$ cat config.mk
export PLATFORM = sky130hd
export DESIGN_NAME = usb_ep0_out_transfer_size
export DESIGN_NICKNAME = d
export VERILOG_FILES = /design/src/usb_ep0_pkg.sv /design/src/usb_ep0_irq.sv /design/src/usb_ep0_out_transfer_size.sv
export SDC_FILE = /design/constraint.sdc
export NUM_CORES = 1
export LEC_CHECK = 0
export CORE_MARGIN = 5
export CORE_UTILIZATION = 63
export CTS_CLUSTER_SIZE = 12
export DETAILED_ROUTE_END_ITERATION = 7
export DONT_BUFFER_PORTS = 1
export HOLD_SLACK_MARGIN = 0.1
export PLACE_DENSITY_LB_ADDON = 0.12
export RECOVER_POWER = 50
export SLEW_MARGIN = 15
export SYNTH_ARGS = -nofsm -noshare
export SYNTH_HDL_FRONTEND = slang
export SYNTH_HIERARCHICAL = 1
export SYNTH_SLANG_ARGS = --single-unit
$ cat constraint.sdc
create_clock -name i_mclk -period 3.2 [get_ports i_mclk]
set_input_delay 0 -clock i_mclk [delete_from_list [all_inputs] [get_ports i_mclk]]
set_output_delay 0 -clock i_mclk [all_outputs]
set_load 0.1 [all_outputs]
$ cat src/usb_ep0_pkg.sv
// Package for the endpoint 0 OUT transfer-size block.
// Assumes a single 20 MHz clock and a simple strobe register port.
package usb_ep0_pkg;

  // ----------------------------------------------------------------
  // Register offsets (byte addresses)
  // ----------------------------------------------------------------
  localparam logic [7:0] OFS_XFER_SIZE = 8'h00;
  localparam logic [7:0] OFS_CTRL      = 8'h04;
  localparam logic [7:0] OFS_INT_STAT  = 8'h08;
  localparam logic [7:0] OFS_INT_MASK  = 8'h0C;

  // ----------------------------------------------------------------
  // Field positions and widths of the transfer-size register
  // ----------------------------------------------------------------
  localparam int SETUP_LSB = 29;
  localparam int SETUP_W   = 2;
  localparam int TALLY_LSB = 19;
  localparam int TALLY_W   = 1;
  localparam int LEN_LSB   = 0;
  localparam int LEN_W     = 7;

  // Reset values of the fields.
  localparam logic [SETUP_W-1:0] SETUP_RST = 2'h0;
  localparam logic [TALLY_W-1:0] TALLY_RST = 1'h0;
  localparam logic [LEN_W-1:0]   LEN_RST   = 7'h00;

  // Control register: bit of the endpoint enable.
  localparam int CTRL_EN_BIT = 0;

  // Interrupt status and mask bit positions.
  localparam int IRQ_W        = 2;
  localparam int IRQ_DONE_BIT = 0;
  localparam int IRQ_B2B_BIT  = 1;
  localparam logic [IRQ_W-1:0] IRQ_RST = 2'h0;

  // Greatest run of back-to-back SETUP packets that is not an excess.
  localparam logic [2:0] SETUP_RUN_MAX = 3'h3;

  // ----------------------------------------------------------------
  // Carriers
  // ----------------------------------------------------------------
  // One receive event from the packet engine.
  typedef struct packed {
    logic             pkt_written;
    logic             setup_pkt;
    logic [LEN_W-1:0] bytes;
  } rx_event_t;

  // Register port request from software.
  typedef struct packed {
    logic [7:0]  addr;
    logic [31:0] wdata;
    logic        wr;
    logic        rd;
  } reg_req_t;

  // Endpoint ownership state.
  typedef enum logic [1:0] {
    ST_SW  = 2'b01,
    ST_HW  = 2'b10
  } own_state_t;

endpackage : usb_ep0_pkg

$ cat src/usb_ep0_irq.sv
// Sticky interrupt status with mask and one level output.
// Assumes events are one-cycle pulses on the same clock as software.
`timescale 1ns/100ps
module usb_ep0_irq #(
  parameter int W = 2
) (
  input  wire logic         i_mclk,
  input  wire logic         i_rst,
  input  wire logic [W-1:0] i_event,
  input  wire logic         i_clr_wr,
  input  wire logic         i_mask_wr,
  input  wire logic [W-1:0] i_wdata,
  output logic      [W-1:0] o_status,
  output logic      [W-1:0] o_mask,
  output logic              o_irq
);
  import usb_ep0_pkg::*;

  logic [W-1:0] stat_reg;
  logic [W-1:0] stat_next;
  logic [W-1:0] mask_reg;
  logic [W-1:0] mask_next;

  // Write one clears a status bit; a new event in the same cycle wins.
  always_comb begin
    stat_next = stat_reg;
    mask_next = mask_reg;
    if (i_clr_wr) begin
      stat_next = stat_next & ~i_wdata;
    end
    stat_next = stat_next | i_event;
    if (i_mask_wr) begin
      mask_next = i_wdata;
    end
  end

  // Registers only.
  always_ff @(posedge i_mclk) begin
    if (i_rst) begin
      stat_reg <= IRQ_RST;
      mask_reg <= IRQ_RST;
    end else begin
      stat_reg <= stat_next;
      mask_reg <= mask_next;
    end
  end

  assign o_status = stat_reg;
  assign o_mask   = mask_reg;
  assign o_irq    = |(stat_reg & mask_reg);

endmodule : usb_ep0_irq

$ cat src/usb_ep0_out_transfer_size.sv
// Endpoint 0 OUT transfer-size bookkeeping with its register port.
// Assumes receive events come from logic on i_mclk and software uses a
// one-cycle strobe port with read data in the following cycle.
`timescale 1ns/100ps

// Summary of operation
// - Enabled endpoint: controller owns and updates register.
// - SETUP allowance two bits, resets zero.
// - Packet tally resets zero, clears to zero per written packet.
// - Byte length counts bytes, resets zero.
// - Byte length reaching zero raises interrupt.
// - Byte length decreases per written packet.
// - More than three SETUPs flags excess.
module usb_ep0_out_transfer_size (
  input  wire logic                   i_mclk,
  input  wire logic                   i_rst,
  input  wire usb_ep0_pkg::reg_req_t  i_req,
  input  wire usb_ep0_pkg::rx_event_t i_rx,
  output logic [31:0]                 o_rdata,
  output logic                        o_ep_enabled,
  output logic                        o_irq
);
  import usb_ep0_pkg::*;

  // ----------------------------------------------------------------
  // State
  // ----------------------------------------------------------------
  own_state_t         own_reg;
  own_state_t         own_next;
  logic [SETUP_W-1:0] setup_reg;
  logic [SETUP_W-1:0] setup_next;
  logic [TALLY_W-1:0] tally_reg;
  logic [TALLY_W-1:0] tally_next;
  logic [LEN_W-1:0]   len_reg;
  logic [LEN_W-1:0]   len_next;
  logic [2:0]         run_reg;
  logic [2:0]         run_next;
  logic [31:0]        rdata_reg;
  logic [31:0]        rdata_next;
  logic [IRQ_W-1:0]   irq_event;
  logic [IRQ_W-1:0]   irq_status;
  logic [IRQ_W-1:0]   irq_mask;
  logic               wr_size;
  logic               wr_ctrl;
  logic               enabled;
  logic               done_evt;
  logic               excess_setup_flag;
  logic [31:0]        size_word;

  // Address decode of the write strobe.
  assign wr_size = i_req.wr && (i_req.addr == OFS_XFER_SIZE);
  assign wr_ctrl = i_req.wr && (i_req.addr == OFS_CTRL);
  assign enabled = (own_reg == ST_HW);

  // Live register image; reserved bits read as zero.
  always_comb begin
    size_word = 32'h0000_0000;
    size_word[SETUP_LSB +: SETUP_W] = setup_reg;
    size_word[TALLY_LSB +: TALLY_W] = tally_reg;
    size_word[LEN_LSB +: LEN_W]     = len_reg;
  end

  // ----------------------------------------------------------------
  // Ownership and field update
  // ----------------------------------------------------------------
  // Software may load the fields only while it owns the register, so a
  // late write cannot corrupt counters the controller is working on.
  always_comb begin
    own_next   = own_reg;
    setup_next = setup_reg;
    tally_next = tally_reg;
    len_next   = len_reg;
    done_evt   = 1'b0;
    case (own_reg)
      ST_SW: begin
        if (wr_size) begin
          setup_next = i_req.wdata[SETUP_LSB +: SETUP_W];
          tally_next = i_req.wdata[TALLY_LSB +: TALLY_W];
          len_next   = i_req.wdata[LEN_LSB +: LEN_W];
        end
        if (wr_ctrl && i_req.wdata[CTRL_EN_BIT]) begin
          own_next = ST_HW;
        end
      end
      ST_HW: begin
        if (i_rx.setup_pkt && (setup_reg != 2'h0)) begin
          setup_next = setup_reg - 2'h1;
        end
        if (i_rx.pkt_written) begin
          tally_next = TALLY_RST;
          if (i_rx.bytes >= len_reg) begin
            len_next = LEN_RST;
          end else begin
            len_next = len_reg - i_rx.bytes;
          end
          if (len_next == LEN_RST) begin
            done_evt = 1'b1;
            own_next = ST_SW;
          end
        end
        // Software may abort by writing the enable bit low.
        if (wr_ctrl && !i_req.wdata[CTRL_EN_BIT]) begin
          own_next = ST_SW;
        end
      end
      default: begin
        own_next = ST_SW;
      end
    endcase
  end

  // Registers of ownership and fields.
  always_ff @(posedge i_mclk) begin
    if (i_rst) begin
      own_reg   <= ST_SW;
      setup_reg <= SETUP_RST;
      tally_reg <= TALLY_RST;
      len_reg   <= LEN_RST;
    end else begin
      own_reg   <= own_next;
      setup_reg <= setup_next;
      tally_reg <= tally_next;
      len_reg   <= len_next;
    end
  end

  // ----------------------------------------------------------------
  // Back-to-back SETUP run counter
  // ----------------------------------------------------------------
  // A data packet breaks the run; the counter saturates above three.
  always_comb begin
    run_next          = run_reg;
    excess_setup_flag = 1'b0;
    if (i_rx.pkt_written && !i_rx.setup_pkt) begin
      run_next = 3'h0;
    end else if (i_rx.setup_pkt) begin
      if (run_reg >= SETUP_RUN_MAX) begin
        excess_setup_flag = 1'b1;
        run_next          = SETUP_RUN_MAX + 3'h1;
      end else begin
        run_next = run_reg + 3'h1;
      end
    end
  end

  // Register of the run counter.
  always_ff @(posedge i_mclk) begin
    if (i_rst) begin
      run_reg <= 3'h0;
    end else begin
      run_reg <= run_next;
    end
  end

  // ----------------------------------------------------------------
  // Interrupts
  // ----------------------------------------------------------------
  always_comb begin
    irq_event               = IRQ_RST;
    irq_event[IRQ_DONE_BIT] = done_evt;
    irq_event[IRQ_B2B_BIT]  = excess_setup_flag;
  end

  usb_ep0_irq #(
    .W (IRQ_W)
  ) u_irq (
    .i_mclk    (i_mclk),
    .i_rst     (i_rst),
    .i_event   (irq_event),
    .i_clr_wr  (i_req.wr && (i_req.addr == OFS_INT_STAT)),
    .i_mask_wr (i_req.wr && (i_req.addr == OFS_INT_MASK)),
    .i_wdata   (i_req.wdata[IRQ_W-1:0]),
    .o_status  (irq_status),
    .o_mask    (irq_mask),
    .o_irq     (o_irq)
  );

  // ----------------------------------------------------------------
  // Read port
  // ----------------------------------------------------------------
  // Read data stand one cycle after the strobe and are zero otherwise.
  always_comb begin
    rdata_next = 32'h0000_0000;
    if (i_req.rd) begin
      case (i_req.addr)
        OFS_XFER_SIZE: rdata_next = size_word;
        OFS_CTRL:      rdata_next = {31'h0000_0000, enabled};
        OFS_INT_STAT:  rdata_next = {30'h0000_0000, irq_status};
        OFS_INT_MASK:  rdata_next = {30'h0000_0000, irq_mask};
        default:       rdata_next = 32'h0000_0000;
      endcase
    end
  end

  // Register of the read data.
  always_ff @(posedge i_mclk) begin
    if (i_rst) begin
      rdata_reg <= 32'h0000_0000;
    end else begin
      rdata_reg <= rdata_next;
    end
  end

  assign o_rdata      = rdata_reg;
  assign o_ep_enabled = enabled;

endmodule : usb_ep0_out_transfer_size

==> results_dict.tcl <==
set metrics [dict create \
    startpoint_type "flop" \
    dieArea_sq_um 4190 \
    post_drt_via_cell_ratio 5.58 \
    cts.sinks 29 \
    synth_area_sq_um 1890 \
    cellPowerDensity_nw_per_um2 379 \
    rsz0062_at_grt "no" \
    drv_cap 0 \
    yosysWarnings 6 \
    ctsLongestPathBuffers 2 \
    reg2regPathDepth 10 \
    cts_tree "done" \
    routabilityCongestion 0.859 \
    synth.distinct_cells 50 \
    drive_gt1_share_pct 8.66 \
    crit_path_end_kind "flop" \
    cellLeakagePower_nw 0.909 \
    relSlewSlack_pct 35.3 \
    status "finished, final reports clean" \
    grt_start_max_net_pins 19 \
    hold-worst-slack_ps 132 \
    largest_reg_flops 10 \
    placementRows 19 \
    die_y_microns 64.8 \
    htreeDepth 2 \
    grt_pass1_vias 1496 \
    p_total_uw 825 \
    ff2ff_setup_slack_ps 170 \
    grt.overflow.total 0 \
    die_x_microns 64.8 \
    syn2layout_area_growth_pct 15.1 \
    vias 1591 \
    fin_crit_sh_pct 94.6 \
    drv_slew 0 \
    ys_ff_latch 29 \
    crit_fanout 8 \
    wl_mm 4.53 \
    post-place-ws_ps 545 \
    insertion_delay_ps 330 \
    drt-initial-drc-count 124 \
    skew_ps 9.07 \
    hold_depth 4 \
    hold_class "input pin to flop" \
    synth_seq_area_share_pct 30.7 \
    clk_pin_slew_ps 100 \
    critPathRequiredTime_ps 3470 \
    max_freq_ghz 0.331 \
    wl_per_cell_microns 15.9 \
    setup_violations 0 \
    fin_nets 319 \
    root_buffer "clkbuf_4" \
    setup_ws_ps 174 \
    final.min_clock_period_ps 3030 \
    post-route-drc-count 0 \
    drt_first_pass_iters 4 \
    ys.flop_type "dfxtp_1" \
    grt_usage_pct 22.0 \
    finalSetupTns_ps 0 \
    worst-setup-path-type "flop to flop" \
    syn-instance-count 224 \
    cts_buffers 5 \
    grt_pass1_wl_mm 7.17 \
    port_buffers 0 \
    postSynthAreaPerCell_sq_um 8.43 \
    synth_async_sr_flop_share_pct 0 \
    grt_antenna_before_repair 0 \
    start_util_pct 67.4 \
    antenna_left 0 \
    tightestPinTransition_ps 973 \
    core-area_sq_um 2810 \
    diodes 0 \
    peakVddDrop_uv 242 \
    pin_count 87 \
    synth_edf_count 0 \
    finalHoldViolCount 0 \
    hpwl_mm 3.14 \
    arrival_ps 3300 \
]
-- stage by stage --
stage	cells	instance area, sq um	util [%]
floorplan	245	1970	-
global placement	250	1830	65.1
detailed placement	250	1830	65.1
CTS	285	2170	77.3
global route	285	2170	77.5
finish	285	2170	77.5
-- layout by cell type, fill, tap and decap left out, types with 3 or more instances in the layout --
cell type	netlist	layout
nand3_1	4	3
dfxtp_1	29	29
clkbuf_4	0	5
nand4_1	3	3
and2_1	6	6
mux2i_1	4	4
a211oi_1	7	7
a31oi_1	3	3
nor3_1	7	7
ha_1	12	11
dlygate4sd3_1	0	27
nand2b_1	6	6
and3_1	3	3
o21ai_1	3	3
nor2_1	27	27
inv_1	22	22
nor2b_1	3	3
conb_1	1	22
o21ai_0	3	3
a21oi_1	15	15
nand2_1	4	4
-- worst paths after layout --
path | startpoint | end
min reg2reg | tally_reg | o_rdata[19]
max reg2reg | len_reg[5] | len_reg[0]
min | i_rx[1] | len_reg[1]
max | len_reg[5] | len_reg[0]
-- cell type report --
type,instances,area (sq um)
tap,31,38.8
inverter,22,82.6
multi-input combinational,167,1120
fill,218,631
clock inverter,1,5.00
clock buffer,7,65.1
sequential,29,581
timing repair buffer,28,278
-- routing by layer --
| metal | share of wire (%) | vias up | global-route usage [%] | wire length (microns) |
|---|---|---|---|---|
| li1 | - | 800 | - | - |
| met2 | 49 | 61 | 37.8 | 2200 |
| met1 | 42 | 722 | 26.9 | 1910 |
| met3 | 6.9 | 8 | 4.32 | 312 |
| met5 | 0 | - | 0 | 0 |
| met4 | 2.2 | 0 | 8.97 | 102 |
-- critical path, stage by stage (launching register included) --
cell,delay (ps)
dfxtp_1,360
ha_2,390
a21o_1,130
a21oi_1,80
a21oi_1,230
nand3_2,200
nor2_1,140
a21oi_1,50
dlygate4sd3_1,590
a211oi_1,220
dlygate4sd3_1,580
-- Yosys cell counts (all sizes together) (4+ instances only) --
master | n | area (sq um)
ha | 12 | 150
nand3 | 4 | 20.0
buf | 23 | 173
and2 | 6 | 37.5
nand2b | 6 | 37.5
o21ai | 6 | 30.0
inv | 22 | 82.6
clkbuf | 4 | 15.0
a21oi | 17 | 92.6
nand2 | 4 | 15.0
nor3 | 8 | 45.0
a211oi | 7 | 52.6
nor2 | 27 | 101
mux2i | 4 | 40.0
dfxtp | 29 | 581
-- power by group --
part	total [mW]	internal, mW	leakage (nW)	switching, mW
clock network	0.257	0.127	0.0413	0.130
registers	0.368	0.365	0.234	0.00301
logic	0.200	0.0401	0.633	0.160
total	0.825	0.532	0.909	0.293
-- cell families after synthesis --
kind of cell | after synthesis | share of synthesized area, %
flip-flops | 29 | 30.7
XOR/XNOR | 3 | 1.39
buffers and inverters | 49 | 14.3
AND/OR/NAND/NOR | 74 | 20.8
multiplexers | 6 | 3.91
AO/OA/AOI/OAI | 49 | 19.7
adder cells (fa/ha/maj) | 13 | 9.01
other | 1 | 0.198
-- what timing repair did --
action	in CTS	in global routing
setup buffers	0	0
endpoints found under the hold margin	29	0
resized for setup	0	2
endpoints found under the setup margin	0	1
hold buffers	27	0
No activity file was read; power rests on OpenSTA's default activity.
